===== config.mk =====
export PLATFORM = sky130hd
export DESIGN_NAME = awc_exec
export DESIGN_NICKNAME = d
export VERILOG_FILES = /design/src/rtl/awc_pkg.sv /design/src/rtl/awc_exec.sv /design/src/rtl/awc_decode.sv
export SDC_FILE = /design/constraint.sdc
export NUM_CORES = 1
export LEC_CHECK = 0
export BUFFER_PORTS_ARGS = -buffer_cell sky130_fd_sc_hd__buf_2
export CAP_MARGIN = 20
export CORE_UTILIZATION = 60
export CTS_BUF_LIST = sky130_fd_sc_hd__clkbuf_8
export CTS_CLUSTER_DIAMETER = 60
export DETAILED_ROUTE_END_ITERATION = 8
export PLACE_DENSITY = 0.88
export SYNTH_ARGS = -nofsm -noshare
export SYNTH_HDL_FRONTEND = slang
export SYNTH_HIERARCHICAL = 1
export SYNTH_SLANG_ARGS = --single-unit

===== constraint.sdc =====
create_clock -name clk -period 5.3 [get_ports clk]
set_clock_uncertainty 0.1 [all_clocks]
set_input_delay 0.53 -clock clk [delete_from_list [all_inputs] [get_ports clk]]
set_output_delay 0.53 -clock clk [all_outputs]
set_load 0.1 [all_outputs]

===== src/rtl/awc_pkg.sv =====
package awc_pkg;

  // Opcodes of the add-with-carry family
  localparam logic [7:0] OP_RR = 8'h12;
  localparam logic [7:0] OP_RIR = 8'h13;
  localparam logic [7:0] OP_GG = 8'h14;
  localparam logic [7:0] OP_GIG = 8'h15;
  localparam logic [7:0] OP_GIM = 8'h16;
  localparam logic [7:0] OP_IGIM = 8'h17;
  localparam logic [7:0] OP_XX = 8'h18;
  localparam logic [7:0] OP_XIM = 8'h19;

  // Fetch and execution cycle counts
  localparam logic [2:0] FETCH_SHORT = 3'h2;
  localparam logic [2:0] FETCH_MID = 3'h3;
  localparam logic [2:0] FETCH_LONG = 3'h4;
  localparam logic [2:0] EXEC_DIRECT = 3'h3;
  localparam logic [2:0] EXEC_INDIRECT = 3'h4;

  // Flag bit positions in the flags byte
  localparam int FLAG_C = 7;
  localparam int FLAG_Z = 6;
  localparam int FLAG_S = 5;
  localparam int FLAG_V = 4;
  localparam int FLAG_D = 3;
  localparam int FLAG_H = 2;
  localparam logic [7:0] FLAGS_RESET = 8'h00;

  // Addressing mode pair of a decoded opcode
  typedef enum logic [7:0] {
    AWC_M_NONE = 8'h00,
    AWC_M_WORK_WORK = 8'h01,
    AWC_M_WORK_INDIRECT_WORK = 8'h02,
    AWC_M_REG_REG = 8'h04,
    AWC_M_REG_INDIRECT_REG = 8'h08,
    AWC_M_REG_IMMEDIATE = 8'h10,
    AWC_M_INDIRECT_REG_IMMEDIATE = 8'h20,
    AWC_M_EXT_EXT = 8'h40,
    AWC_M_EXT_IMMEDIATE = 8'h80
  } awc_mode_e;

  // Decoder result
  typedef struct packed {
    logic valid;
    logic extended;
    logic indirect;
    awc_mode_e mode;
    logic [2:0] fetch_cycles;
    logic [2:0] exec_cycles;
  } awc_dec_s;

  // Operand bundle presented with an instruction
  typedef struct packed {
    logic [7:0] opcode;
    logic [7:0] dst;
    logic [7:0] src;
  } awc_req_s;

endpackage : awc_pkg


===== src/rtl/awc_exec.sv =====
`timescale 1ns/100ps
// Operation
// - Result is destination plus source plus carry.
// - Opcodes 12-17 select register-form addressing modes.
// - Opcodes 18, 19 select extended forms.
// - Set C Z S V H; clear D.
// - Fetch takes 2, 3 or 4 cycles.
// - Execution takes 3 or 4 cycles.
module awc_exec (
  input wire logic clk,
  input wire logic rst_n,
  input wire logic start,
  input awc_pkg::awc_req_s req,
  input wire logic [7:0] flags_in,
  output logic ready,
  output logic busy,
  output logic fetching,
  output logic illegal_ff,
  output logic done_ff,
  output logic [7:0] result_ff,
  output logic [7:0] flags_ff,
  output awc_pkg::awc_mode_e mode_ff,
  output logic extended_ff
);

  typedef enum logic [2:0] {
    AWC_S_IDLE = 3'b001,
    AWC_S_FETCH = 3'b010,
    AWC_S_EXEC = 3'b100
  } awc_state_e;

  awc_pkg::awc_dec_s dec;
  awc_state_e state_ff;
  logic [2:0] cnt_ff;
  logic [2:0] exec_len_ff;
  logic [7:0] dst_ff;
  logic [7:0] src_ff;
  logic carry_ff;
  logic [7:0] in_flags_ff;
  logic [8:0] sum;
  logic [4:0] half;
  logic [7:0] nxt_flags;
  logic last_exec;

  awc_decode u_dec (
    .opcode(req.opcode),
    .dec(dec)
  );

  assign ready = (state_ff == AWC_S_IDLE);
  assign busy = !ready;
  assign fetching = (state_ff == AWC_S_FETCH);
  assign last_exec = (state_ff == AWC_S_EXEC) && (cnt_ff == 3'h1);

  // Sequencer: fetch count then execution count
  always_ff @(posedge clk or negedge rst_n) begin
    if (!rst_n) begin
      state_ff <= AWC_S_IDLE;
      cnt_ff <= 3'h0;
      exec_len_ff <= 3'h0;
    end else begin
      case (state_ff)
        AWC_S_IDLE: begin
          if (start && dec.valid) begin
            state_ff <= AWC_S_FETCH;
            cnt_ff <= dec.fetch_cycles;
            exec_len_ff <= dec.exec_cycles;
          end
        end
        AWC_S_FETCH: begin
          if (cnt_ff == 3'h1) begin
            state_ff <= AWC_S_EXEC;
            cnt_ff <= exec_len_ff;
          end else begin
            cnt_ff <= cnt_ff - 3'h1;
          end
        end
        AWC_S_EXEC: begin
          if (cnt_ff == 3'h1) begin
            state_ff <= AWC_S_IDLE;
            cnt_ff <= 3'h0;
          end else begin
            cnt_ff <= cnt_ff - 3'h1;
          end
        end
        default: state_ff <= AWC_S_IDLE;
      endcase
    end
  end

  // Operand and carry capture at acceptance
  always_ff @(posedge clk or negedge rst_n) begin
    if (!rst_n) begin
      dst_ff <= 8'h00;
      src_ff <= 8'h00;
      carry_ff <= 1'b0;
      in_flags_ff <= awc_pkg::FLAGS_RESET;
      mode_ff <= awc_pkg::AWC_M_NONE;
      extended_ff <= 1'b0;
    end else if (ready && start && dec.valid) begin
      dst_ff <= req.dst;
      src_ff <= req.src;
      carry_ff <= flags_in[awc_pkg::FLAG_C];
      in_flags_ff <= flags_in;
      mode_ff <= dec.mode;
      extended_ff <= dec.extended;
    end
  end

  // Sum and flag computation
  always_comb begin
    sum = {1'b0, dst_ff} + {1'b0, src_ff} + {8'h00, carry_ff};
    half = {1'b0, dst_ff[3:0]} + {1'b0, src_ff[3:0]} + {4'h0, carry_ff};
    nxt_flags = in_flags_ff;
    nxt_flags[awc_pkg::FLAG_C] = sum[8];
    nxt_flags[awc_pkg::FLAG_Z] = (sum[7:0] == 8'h00);
    nxt_flags[awc_pkg::FLAG_S] = sum[7];
    nxt_flags[awc_pkg::FLAG_V] = (dst_ff[7] == src_ff[7]) && (sum[7] != dst_ff[7]);
    nxt_flags[awc_pkg::FLAG_D] = 1'b0;
    nxt_flags[awc_pkg::FLAG_H] = half[4];
  end

  // Write-back of result and flags together
  always_ff @(posedge clk or negedge rst_n) begin
    if (!rst_n) begin
      result_ff <= 8'h00;
      flags_ff <= awc_pkg::FLAGS_RESET;
      done_ff <= 1'b0;
    end else begin
      done_ff <= last_exec;
      if (last_exec) begin
        result_ff <= sum[7:0];
        flags_ff <= nxt_flags;
      end
    end
  end

  // Unknown opcode offered while idle
  always_ff @(posedge clk or negedge rst_n) begin
    if (!rst_n) begin
      illegal_ff <= 1'b0;
    end else begin
      illegal_ff <= ready && start && !dec.valid;
    end
  end
endmodule : awc_exec


===== src/rtl/awc_decode.sv =====
`timescale 1ns/100ps
module awc_decode (
  input wire logic [7:0] opcode,
  output awc_pkg::awc_dec_s dec
);

  // Opcode to mode and cycle counts
  always_comb begin
    dec = '{valid: 1'b0, extended: 1'b0, indirect: 1'b0, mode: awc_pkg::AWC_M_NONE,
            fetch_cycles: 3'h0, exec_cycles: 3'h0};
    case (opcode)
      awc_pkg::OP_RR: dec = '{1'b1, 1'b0, 1'b0, awc_pkg::AWC_M_WORK_WORK,
                              awc_pkg::FETCH_SHORT, awc_pkg::EXEC_DIRECT};
      awc_pkg::OP_RIR: dec = '{1'b1, 1'b0, 1'b1, awc_pkg::AWC_M_WORK_INDIRECT_WORK,
                               awc_pkg::FETCH_SHORT, awc_pkg::EXEC_INDIRECT};
      awc_pkg::OP_GG: dec = '{1'b1, 1'b0, 1'b0, awc_pkg::AWC_M_REG_REG,
                              awc_pkg::FETCH_MID, awc_pkg::EXEC_DIRECT};
      awc_pkg::OP_GIG: dec = '{1'b1, 1'b0, 1'b1, awc_pkg::AWC_M_REG_INDIRECT_REG,
                               awc_pkg::FETCH_MID, awc_pkg::EXEC_INDIRECT};
      awc_pkg::OP_GIM: dec = '{1'b1, 1'b0, 1'b0, awc_pkg::AWC_M_REG_IMMEDIATE,
                               awc_pkg::FETCH_MID, awc_pkg::EXEC_DIRECT};
      awc_pkg::OP_IGIM: dec = '{1'b1, 1'b0, 1'b1, awc_pkg::AWC_M_INDIRECT_REG_IMMEDIATE,
                                awc_pkg::FETCH_MID, awc_pkg::EXEC_INDIRECT};
      awc_pkg::OP_XX: dec = '{1'b1, 1'b1, 1'b0, awc_pkg::AWC_M_EXT_EXT,
                              awc_pkg::FETCH_LONG, awc_pkg::EXEC_DIRECT};
      awc_pkg::OP_XIM: dec = '{1'b1, 1'b1, 1'b0, awc_pkg::AWC_M_EXT_IMMEDIATE,
                               awc_pkg::FETCH_LONG, awc_pkg::EXEC_DIRECT};
      default: ;
    endcase
  end

endmodule : awc_decode


* Yosys cells after proc, flatten, opt, wreduce, memory -nomap -nowiden
Index checks and enable logic that the tools add are counted.
Storage, ports and cells: register bits 54, latch bits 0, memory bits (writable) 0, ROM bits 0, input port bits 35, output and inout bits 30, memories 0
Cells by class: add/subtract/negate cells 5, multipliers 0, divide/modulo/power cells 0, order comparisons 0, eq/ne operators 17, shift-type cells 0, muxes and demuxes 9, bitwise logic cells 0, reductions and logical operators 13
Operators with widths (count):
- case mux 17 bit (8 select lines) | 1
- equality test 8 x 5 -> 1 bit (second input constant) | 8
- two-way mux 3 bit | 6
- case mux 3 bit (3 select lines) | 2
- adder 8 x 8 -> 9 bit | 1
- adder 9 x 1 -> 9 bit | 1
- zero test 8 bit | 1
- equality test 3 x 1 -> 1 bit (second input constant) | 2
- logical AND 1 bit | 6
- != test 2 x 1 -> 1 bit (second input constant) | 3
- adder 4 x 4 -> 5 bit | 1
- adder 5 x 1 -> 5 bit | 1
- AND reduction 2 bit | 2
- equality test 3 x 2 -> 1 bit (second input constant) | 1
- equality test 3 bit (second input constant) | 1
- AND reduction 3 bit | 1
- nonzero test 3 bit | 1
- subtractor 3 x 1 -> 3 bit (second input constant) | 1
- zero test 1 bit | 2
- equality test 1 bit | 1
- != test 1 bit | 1

* Longest topological paths before layout
Gate-level depths: netlist of the first run.
depth in word-level cells 5, mapped depth 9

* Hierarchy
The synthesis of the first run kept the hierarchy.
Modules (own cells, without submodules):
- awc_exec | times used 1, cells each 226, area each 2623.8 um2, sequential area each 1327.5 um2
- awc_decode | times used 1, cells each 28, area each 168.9 um2, sequential area each 0.0 um2

* Worst setup path after synthesis of the first run
No wires, ideal clock.
path kind flip-flop to output port, start point reg state_ff[2], end point out busy, data arrival time 2704 ps, path slack 1966 ps, stages on the path, launching flop included 4, cells stage by stage dfrtp_1 -> buf_4 -> nor3b_2 -> inv_1
Between the ends: word-level cells in the longest chain between the ends 2
RTL lines:
- from (decl) | RTL line awc_exec.sv:33 | awc_state_e state_ff;
- from (signal assigned) | RTL line awc_exec.sv:58 | state_ff <= AWC_S_IDLE;
- from (signal assigned) | RTL line awc_exec.sv:65 | state_ff <= AWC_S_FETCH;
- from (signal assigned) | RTL line awc_exec.sv:72 | state_ff <= AWC_S_EXEC;
- equality test 3 x 1 -> 1 bit | RTL line awc_exec.sv:50 | assign ready = (state_ff == AWC_S_IDLE);
- via ready | RTL line awc_exec.sv:15 | output logic ready,
- zero test 1 bit | RTL line awc_exec.sv:51 | assign busy = !ready;
- to (decl) | RTL line awc_exec.sv:16 | output logic busy,
The timed path passes the listed nets, and every way through them passes these cells.

* Final worst setup path of the first run
start point reg cnt_ff[1], end point reg flags_ff[6]
Between the ends: word-level cells in the longest chain between the ends 2
RTL lines:
- from (decl) | RTL line awc_exec.sv:34 | logic [2:0] cnt_ff;
- from (signal assigned) | RTL line awc_exec.sv:66 | cnt_ff <= dec.fetch_cycles;
- from (signal assigned) | RTL line awc_exec.sv:73 | cnt_ff <= exec_len_ff;
- from (signal assigned) | RTL line awc_exec.sv:75 | cnt_ff <= cnt_ff - 3'h1;
- equality test 3 x 1 -> 1 bit | RTL line awc_exec.sv:53 | assign last_exec = (state_ff == AWC_S_EXEC) && (cnt_ff == 3'h1);
- logical AND 1 bit | RTL line awc_exec.sv:53
- via last_exec | RTL line awc_exec.sv:43 | logic last_exec;
- to (signal assigned) | RTL line awc_exec.sv:127 | flags_ff <= awc_pkg::FLAGS_RESET;
- to (signal assigned) | RTL line awc_exec.sv:133 | flags_ff <= nxt_flags;
- to (decl) | RTL line awc_exec.sv:21 | output logic [7:0] flags_ff,
The timed path passes the listed nets, and every way through them passes these cells. A chain may end at the register's enable or synchronous reset.

==> impl_metrics.py, run 1 <==
metrics = {
    "drt": {
        "drt-total-wl_um": 5270,
        "via_per_inst": 5.67,
        "ant_nets": 0,
        "num_vias": 2037,
        "drt_iter0_drc": 151,
        "drc": 0,
        "avgRoutedWirePerCell_um": 14.7,
        "first_pass_iters": 4,
    },
    "cts": {
        "cts_root_buf": "clkbuf_8",
        "post_cts_buffers": 0,
        "cts.hold.buffers_added": 0,
        "cts_resized": 0,
        "path_clk_slew_ps": 100,
        "cts_made_buffers": 5,
        "cts_tree": "done",
        "htreeDepth": 2,
        "clock_path_buffers": 2,
        "clk_latency_ps": 300,
        "cts.sinks": 53,
    },
    "sta": {
        "fin_crit_ps": 2630,
        "fin_ws_ps": 2670,
        "rsz0062_at_grt": "false",
        "fmax_mhz": 380,
        "finalHoldViolCount": 0,
        "final.period_utilization": 0.497,
        "timing.slew.headroom": 0.551,
        "finalMaxSlewViolations": 0,
        "finalSetupTns_ps": 0,
        "finalSetupViolCount": 0,
        "timing_worst_slew_pin_value_ps": 672,
    },
    "power_and_ir_drop": {
        "p_per_area_nw_per_um2": 306,
        "leakage_nw": 1.67,
        "vdd_drop_max_v": 0.000238,
    },
    "die": {
        "core_um2": 4410,
        "rows": 24,
        "die_y_um": 70.1,
        "initial_core_util": 0.631,
        "io_pins": 65,
        "die_w_um": 70.1,
        "die_area_um2": 4920,
    },
    "yosys": {
        "syn_area_um2": 2790,
        "syn_area_per_cell_um2": 11.0,
        "yosys_warnings": 6,
        "syn-num-nets": 299,
        "synth_cells": 253,
    },
    "critical_path": {
        "cp_data_required_time_ps": 5410,
        "critical-path-slowest-cell": "nor2b_1",
        "endpoint_kind": "flop",
        "critPathMaxFanout": 19,
        "arrival_ps": 2750,
        "crit_type": "flop to flop",
        "path_delay_family": "simple AND/OR/NAND/NOR gates",
        "path_cells": "inv_1, ha_1, nor2b_1, nand3_2, inv_2, and4b_1, o211ai_1, o31ai_1",
        "max_stage_delay_ps": 560,
        "start_kind": "flop",
        "cp_num_buf_inv": 2,
    },
    "cells_and_area": {
        "area_delta_synth_final_pct": 15.0,
        "stdcell_area_um2": 3200,
        "diodes": 0,
        "fillers": 325,
        "drive_gt1_frac": 0.358,
        "ff_latch_area_um2": 1330,
        "fin_nets": 352,
        "multi_input_area_um2": 1310,
    },
    "global_route": {
        "antenna_found_initial": 0,
        "grt_max_degree": 33,
        "grt_pass1_vias": 1935,
        "grt.overflow.total": 0,
        "grt_use_total": 0.228,
        "grt_pass1_wl_um": 8800,
    },
    "outcome": {
        "outcome": "finished clean",
    },
    "placement": {
        "dpl_cell_area_um2": 3070,
        "place_ws_ps": 2550,
        "dpl.hpwl_um": 3920,
        "io_buffers": 58,
        "routabilityCongestion": 0.850,
    },
    "run": {
        "drv_cap": 0,
    },
    "hold_path": {
        "hold_path_class": "input pin to asynchronous set/reset pin",
    },
}
path summary, 6_finish.rpt:
check	start	end	slack, ps	depth (start not counted)
min in group clk	req[12]	dst_ff[4]$_DFFE_PN0P_	350	2
max in group asynchronous	rst_n	state_ff[0]$_DFFE_PN1P_	4350	2
max reg2reg	cnt_ff[1]$_DFFE_PN0P_	flags_ff[6]$_DFFE_PN0P_	2670	8
min reg2reg	in_flags_ff[0]$_DFFE_PN0P_	flags_ff[0]$_DFFE_PN0P_	380	2
max	cnt_ff[1]$_DFFE_PN0P_	flags_ff[6]$_DFFE_PN0P_	2670	8
min	rst_n	dst_ff[4]$_DFFE_PN0P_	120	1
cells in the final DEF (no fill, tap or decap), types with 2 or more instances in the layout:
cell type  instances
a21oi_1            8
inv_1             12
clkbuf_8           5
bufinv_16          2
nor3b_1            2
nand3_1            2
nor2b_1            3
nor3_1             2
buf_2             58
o21ai_0           12
fa_1               2
or3_1              3
o211ai_1           3
a21o_1             3
a32oi_1            2
o21a_1             3
a211oi_1           2
nand2b_1           4
o31ai_1            3
nor2_1            19
a221o_1            3
dfrtp_1           52
a21boi_0           2
nor4_1             3
o21bai_1           2
xnor2_1            3
nand2_1           22
mux2_2            33
ha_1               9
o2111ai_1          2
layout make-up:
| type | instances | share of cell area |
|---|---|---|
| Timing Repair Buffer | 60 | 0.0993 |
| Inverter | 13 | 0.0152 |
| Clock inverter | 3 | 0.0203 |
| Clock buffer | 5 | 0.0215 |
| Sequential cell | 53 | 0.415 |
| Multi-Input combinational cell | 173 | 0.409 |
| Tap cell | 52 | 0.0203 |
stage by stage:
step,cells,total power [W],hold slack [ps],utilization
finish,359,0.000979,116,0.725
global placement,350,0.000652,347,0.690
CTS,359,0.000987,127,0.725
floorplan,253,0.000607,134,-
detailed placement,351,0.000666,358,0.695
global route,359,0.00103,156,0.725
power by group:
group	switching (W)	internal [W]
clock network	0.000129	0.000188
logic	0.000119	0.0000903
registers	0.0000191	0.000434
total	0.000268	0.000712
layer usage:
layer / vias to the layer above / routed length (µm) / track usage
met4: 0 / 41 / 0.0578
li1: 1004 / - / -
met3: 4 / 273 / 0.0519
met5: - / 0 / 0
met1: 970 / 2410 / 0.313
met2: 59 / 2540 / 0.369
worst register-to-register path, cell delays in order (launching register included):
cell and delay (ps):
dfrtp_1 370, inv_1 100, ha_1 180, nor2b_1 560, nand3_2 420, inv_2 280
and4b_1 210, o211ai_1 100, o31ai_1 230
registers in the layout (all words and copies together), names as in the netlist:
name	flops
mode_ff	8
carry_ff	1
extended_ff	1
illegal_ff	1
flags_ff	7
result_ff	7
state_ff	3
dst_ff	8
src_ff	8
done_ff	1
exec_len_ff	3
cnt_ff	3
in_flags_ff	2
Power figures use the tool's default switching activity.
==> run 2: changes to the inputs <==
--- a/config.mk
+++ b/config.mk
@@ -5,13 +5,14 @@
 export SDC_FILE = /design/constraint.sdc
 export NUM_CORES = 1
 export LEC_CHECK = 0
+export ABC_AREA = 1
 export BUFFER_PORTS_ARGS = -buffer_cell sky130_fd_sc_hd__buf_2
 export CAP_MARGIN = 20
-export CORE_UTILIZATION = 60
+export CORE_UTILIZATION = 56
 export CTS_BUF_LIST = sky130_fd_sc_hd__clkbuf_8
 export CTS_CLUSTER_DIAMETER = 60
 export DETAILED_ROUTE_END_ITERATION = 8
-export PLACE_DENSITY = 0.88
+export PLACE_DENSITY = 0.82
 export SYNTH_ARGS = -nofsm -noshare
 export SYNTH_HDL_FRONTEND = slang
 export SYNTH_HIERARCHICAL = 1
==> constraint.sdc (replaced) <==
create_clock -name clk -period 2.57 [get_ports clk]
set_clock_uncertainty 0.1 [all_clocks]
set_input_delay 0.257 -clock clk [delete_from_list [all_inputs] [get_ports clk]]
set_output_delay 0.257 -clock clk [all_outputs]
set_load 0.1 [all_outputs]
==> run 2 against run 1 <==
Effect of this change: worst hold slack worse by 37 ps; sequential share of layout area fell by 2.7 points; maximum frequency increased by 24%; core utilization decreased by 6.0 points; via count is 9.6% higher; global-route usage is 1.4 points lower; die area grew 15%; register-to-register slack got worse by 2200 ps; largest cell class is now multi-input combinational cells; critical endpoint unchanged; first-iteration DRC count shrank 30%.
==> impl_metrics.py, run 2 <==
metrics = {
    "cts": {
        "clk_latency_ps": 300,
        "htreeDepth": 2,
        "post_cts_buffers": 0,
        "cts_made_buffers": 5,
        "clock_path_buffers": 2,
        "cts_resized": 0,
        "cts_tree": "done",
        "cts.sinks": 53,
        "cts_root_buf": "clkbuf_8",
        "path_clk_slew_ps": 90,
    },
    "sta": {
        "finalSetupTns_ps": 0,
        "final.period_utilization": 0.826,
        "timing.slew.headroom": 0.564,
        "fmax_mhz": 471,
        "fin_ws_ps": 447,
        "fin_crit_ps": 2120,
        "rsz0062_at_grt": "false",
        "finalHoldViolCount": 0,
        "whs_ps": 78.6,
        "finalSetupViolCount": 0,
        "timing_worst_slew_pin_value_ps": 655,
        "finalMaxSlewViolations": 0,
    },
    "placement": {
        "io_buffers": 58,
        "dpl.hpwl_um": 4040,
        "routabilityCongestion": 0.855,
        "place_inst": 439,
        "place_ws_ps": 461,
        "dpl_cell_area_um2": 3310,
    },
    "cells_and_area": {
        "drive_gt1_frac": 0.328,
        "fillers": 446,
        "reg_top3": "dst_ff x8, mode_ff x8, src_ff x8",
        "stdcell_area_um2": 3420,
        "area_delta_synth_final_pct": 14.1,
        "instances_no_fill": 448,
        "fin_nets": 423,
        "final_cell_mix": "nand2_1, buf_2, dfrtp_1, inv_1, nor2_1",
        "layout_commonest_cell": "nand2_1",
        "diodes": 0,
    },
    "global_route": {
        "grt_pass1_wl_um": 9020,
        "grt_use_total": 0.214,
        "antenna_found_initial": 0,
        "grt_max_degree": 54,
        "grt_pass1_vias": 2051,
        "grt.overflow.total": 0,
    },
    "critical_path": {
        "critPathMaxFanout": 3,
        "arrival_ps": 2270,
        "cp_data_required_time_ps": 2720,
        "start_kind": "flop",
        "endpoint_kind": "flop",
        "crit_type": "flop to flop",
    },
    "drt": {
        "drc": 0,
        "via_per_inst": 4.98,
        "avgRoutedWirePerCell_um": 12.2,
        "num_vias": 2232,
        "ant_nets": 0,
        "drt-total-wl_um": 5460,
        "drt_iter0_drc": 105,
        "first_pass_iters": 4,
    },
    "run": {
        "drv_cap": 0,
    },
    "die": {
        "initial_core_util": 0.583,
        "rows": 26,
        "die_w_um": 75.2,
        "core_um2": 5140,
        "die_y_um": 75.2,
        "die_area_um2": 5650,
        "io_pins": 65,
    },
    "power_and_ir_drop": {
        "vdd_drop_max_v": 0.000335,
        "p_per_area_nw_per_um2": 767,
        "leakage_nw": 2.08,
    },
    "yosys": {
        "syn-num-nets": 364,
        "synth_cells": 318,
        "syn_area_per_cell_um2": 9.43,
        "syn_area_um2": 3000,
        "yosys_warnings": 6,
    },
    "hold_path": {
        "hold_path_class": "input pin to flop",
    },
    "outcome": {
        "outcome": "finished clean",
    },
}
[run 2: layer usage]
| metal | track usage | up-vias | share of wire |
|---|---|---|---|
| li1 | - | 1123 | - |
| met1 | 0.279 | 1043 | 0.46 |
| met2 | 0.363 | 60 | 0.48 |
| met3 | 0.0442 | 6 | 0.049 |
| met4 | 0.0576 | 0 | 0.0079 |
| met5 | 0 | - | 0 |
[run 2: what timing repair did]
item                                   in CTS  in global routing
endpoints found under the hold margin      52                  0
hold buffers                                1                  0
setup endpoints to repair                   0                  0
[run 2: critical path: stages (launching register included)]
cell	delay [ps]
dfrtp_1	340
inv_1	60
fa_1	410
inv_1	110
fa_1	430
inv_1	60
nand4_1	130
nor2_1	130
nand3_1	80
nor2_1	90
nand3_1	70
nand2_1	60
[run 2: through the flow]
| stage | total power [W] | util |
|---|---|---|
| 4_1_cts | 0.00263 | 0.666 |
| 3_5_place_dp | 0.00212 | 0.644 |
| 5_1_grt | 0.00279 | 0.666 |
| 6_report | 0.00262 | 0.666 |
| 3_3_place_gp | 0.00208 | 0.644 |
| 2_1_floorplan | 0.00191 | - |
[run 2: final cells by class]
type / instances / area, µm² / share of cell area
timing repair buffer: 60 / 308 / 0.0900
sequential: 53 / 1330 / 0.388
clock buffer: 7 / 96.3 / 0.0282
multi-input combinational: 211 / 1420 / 0.415
tap: 70 / 87.6 / 0.0256
inverter: 46 / 178 / 0.0519
clock inverter: 1 / 5.00 / 0.00146
[run 2: power by group]
part | internal, W | total (W) | switching, W
combinational | 0.000382 | 0.00108 | 0.000695
clock | 0.000244 | 0.000498 | 0.000255
sequential | 0.000958 | 0.00105 | 0.0000908
[run 2: final timing paths]
| kind | slack [ps] | from | endpoint | depth (start not counted) |
|---|---|---|---|---|
| min in group asynchronous | 490 | rst_n | dst_ff[6]$_DFFE_PN0P_ | 3 |
| min | 80 | req[5] | src_ff[5]$_DFFE_PN0P_ | 2 |
| max | 450 | dst_ff[0]$_DFFE_PN0P_ | flags_ff[6]$_DFFE_PN0P_ | 11 |
| max in group asynchronous | 1430 | rst_n | result_ff[0]$_DFFE_PN0P_ | 3 |
| max reg2reg | 450 | dst_ff[0]$_DFFE_PN0P_ | flags_ff[6]$_DFFE_PN0P_ | 11 |
| min reg2reg | 370 | flags_ff[0]$_DFFE_PN0P_ | flags_ff[0]$_DFFE_PN0P_ | 2 |
==> run 3: changes to the inputs <==
--- a/config.mk
+++ b/config.mk
@@ -5,14 +5,14 @@
 export SDC_FILE = /design/constraint.sdc
 export NUM_CORES = 1
 export LEC_CHECK = 0
-export ABC_AREA = 1
+export ABC_AREA = 0
 export BUFFER_PORTS_ARGS = -buffer_cell sky130_fd_sc_hd__buf_2
 export CAP_MARGIN = 20
 export CORE_UTILIZATION = 56
 export CTS_BUF_LIST = sky130_fd_sc_hd__clkbuf_8
 export CTS_CLUSTER_DIAMETER = 60
 export DETAILED_ROUTE_END_ITERATION = 8
-export PLACE_DENSITY = 0.82
+export PLACE_DENSITY = 0.83
 export SYNTH_ARGS = -nofsm -noshare
 export SYNTH_HDL_FRONTEND = slang
 export SYNTH_HIERARCHICAL = 1
==> constraint.sdc (replaced) <==
create_clock -name clk -period 2.2 [get_ports clk]
set_clock_uncertainty 0.1 [all_clocks]
set_input_delay 0.22 -clock clk [delete_from_list [all_inputs] [get_ports clk]]
set_output_delay 0.22 -clock clk [all_outputs]
set_load 0.1 [all_outputs]
==> run 3 against run 2 <==
Effect of this change: the run now ends with negative setup slack left; sequential share of layout area increased by 0.66 points; cell area decreased by 1.7%; maximum frequency decreased by 3.6%; cell count decreased by 13%; largest cell class unchanged.
==> impl_metrics.py, run 3 (synthesized netlist as in run 1, its figures left out) <==
metrics = {
    "cts": {
        "path_clk_slew_ps": 100,
        "clock_path_buffers": 2,
        "cts.sinks": 53,
        "clk_latency_ps": 300,
        "cts_made_buffers": 5,
        "htreeDepth": 2,
        "cts_root_buf": "clkbuf_8",
        "cts_tree": "done",
    },
    "drt": {
        "num_vias": 2115,
        "drc": 0,
        "via_per_inst": 5.44,
        "drt_iter0_drc": 133,
        "drt-total-wl_um": 5440,
        "ant_nets": 0,
        "first_pass_iters": 4,
        "avgRoutedWirePerCell_um": 14.0,
    },
    "global_route": {
        "grt.overflow.total": 0,
        "grt_pass1_wl_um": 8970,
        "grt_max_degree": 33,
        "grt_pass1_vias": 1941,
        "antenna_found_initial": 0,
        "grt_use_total": 0.221,
    },
    "sta": {
        "finalSetupViolCount": 1,
        "timing.slew.headroom": 0.610,
        "finalHoldViolCount": 0,
        "final.period_utilization": 1.00,
        "rsz0062_at_grt": "true",
        "fmax_mhz": 454,
        "timing_worst_slew_pin_value_ps": 585,
        "whs_ps": 46.7,
        "finalMaxSlewViolations": 0,
        "fin_ws_ps": -1.26,
        "fin_crit_ps": 2200,
    },
    "power_and_ir_drop": {
        "intPower_w": 0.00167,
        "p_per_area_nw_per_um2": 694,
        "swShare": 0.285,
        "vdd_drop_max_v": 0.000428,
        "pwr-share-comb": 0.259,
        "leakage_nw": 1.74,
        "power_switching_w": 0.000664,
        "power_w": 0.00233,
        "p_clk_frac": 0.272,
        "p_seq_frac": 0.469,
    },
    "placement": {
        "io_buffers": 58,
        "routabilityCongestion": 0.813,
        "dpl.hpwl_um": 4020,
    },
    "cells_and_area": {
        "fin_nets": 368,
        "area_delta_synth_final_pct": 20.8,
        "final_cell_mix": "buf_2, dfrtp_1, mux2_2, nand2_1, nor2_1",
        "drive_gt1_frac": 0.416,
        "diodes": 0,
        "reg_top3": "dst_ff x8, mode_ff x8, src_ff x8",
        "layout_commonest_cell": "buf_2",
        "fillers": 383,
    },
    "critical_path": {
        "start_kind": "flop",
        "critPathMaxFanout": 3,
        "arrival_ps": 2310,
        "crit_type": "flop to flop",
        "cp_data_required_time_ps": 2310,
        "crit_path_start": "carry_ff$_DFFE_PN0P_",
        "endpoint_kind": "flop",
        "r2r_start": "carry_ff$_DFFE_PN0P_",
    },
    "die": {
        "rows": 25,
        "io_pins": 65,
        "die_y_um": 72.5,
        "die_area_um2": 5260,
        "die_w_um": 72.5,
        "initial_core_util": 0.586,
        "core_um2": 4750,
    },
    "hold_path": {
        "hold_path_class": "input pin to flop",
        "worstHoldStart": "flags_in[1]",
    },
    "outcome": {
        "violations": "negative setup slack",
        "outcome": "finished, violations left",
    },
    "run": {
        "drv_cap": 0,
    },
}
run 3: cell types whose count changed in the layout (fill, tap and decap cells not counted), sizes merged, moves of 4 or more:
cell | before | now
buf | 59 | 75
inv | 46 | 13
mux2 | 28 | 33
nand2 | 81 | 22
nand2b | 0 | 4
nand3 | 20 | 3
nor2 | 35 | 19
run 3: through the flow:
stage / instance area [µm²] / worst slack, ps / TNS (ps) / utilization / instances
floorplan: 2790 / -248 / -7040 / - / 253
global placement: 3190 / -19.2 / -19.2 / 0.671 / 377
detailed placement: 3190 / -159 / -188 / 0.671 / 377
CTS: 3340 / 5.43 / 0 / 0.703 / 388
global route: 3360 / -113 / -113 / 0.707 / 389
finish: 3360 / -1.26 / -1.26 / 0.707 / 389
run 3: path summary, 6_finish.rpt:
check	endpoint	slack [ps]	cells after the start
min in group asynchronous	illegal_ff$_DFF_PN0_	350	2
hold reg to reg	result_ff[1]$_DFFE_PN0P_	370	2
max in group asynchronous	state_ff[0]$_DFFE_PN1P_	1030	3
hold / removal	in_flags_ff[1]$_DFFE_PN0P_	50	2
setup / recovery	flags_ff[6]$_DFFE_PN0P_	-1	9
setup reg to reg	flags_ff[6]$_DFFE_PN0P_	-1	9
run 3: timing repair:
| action | in CTS | in global routing |
|---|---|---|
| buffers inserted | 3 | 1 |
| hold endpoints to repair | 24 | 0 |
| pin swaps | 6 | 3 |
| gates cloned | 0 | 0 |
| resized for setup | 6 | 5 |
| hold buffers | 1 | 0 |
| setup endpoints to repair | 3 | 3 |
run 3: power groups by stage:
stage | combinational, W | sequential (W) | clock (W)
floorplan | 0.000355 | 0.00111 | 0
global placement | 0.000521 | 0.00111 | 0
detailed placement | 0.000543 | 0.00111 | 0
CTS | 0.000583 | 0.00109 | 0.000649
global route | 0.000666 | 0.00110 | 0.000688
finish | 0.000604 | 0.00109 | 0.000635
run 3: cell type report:
class	instances	area (µm²)	share of cell area
Timing Repair Buffer	76	453	0.135
Inverter	13	48.8	0.0145
Sequential cell	53	1330	0.395
Clock buffer	5	68.8	0.0205
Multi-Input combinational cell	173	1350	0.400
Tap cell	67	83.8	0.0249
Clock inverter	2	35.0	0.0104
run 3: worst max-delay path, cell delays in order (launching register included):
cell and delay, ps:
dfrtp_1 400, inv_2 70, fa_2 230, inv_2 40, fa_2 350, a21o_1 210, a21oi_4 180, xor2_2 190
o211ai_1 120, o31ai_1 230
run 3: metal layers:
layer / up-vias / routed length (µm) / global-route usage / part of all wire
li1: 1032 / - / - / -
met1: 1029 / 2590 / 0.308 / 0.47
met2: 49 / 2620 / 0.363 / 0.48
met3: 5 / 185 / 0.0347 / 0.034
met4: 0 / 55 / 0.0588 / 0.010
met5: - / 0 / 0 / 0
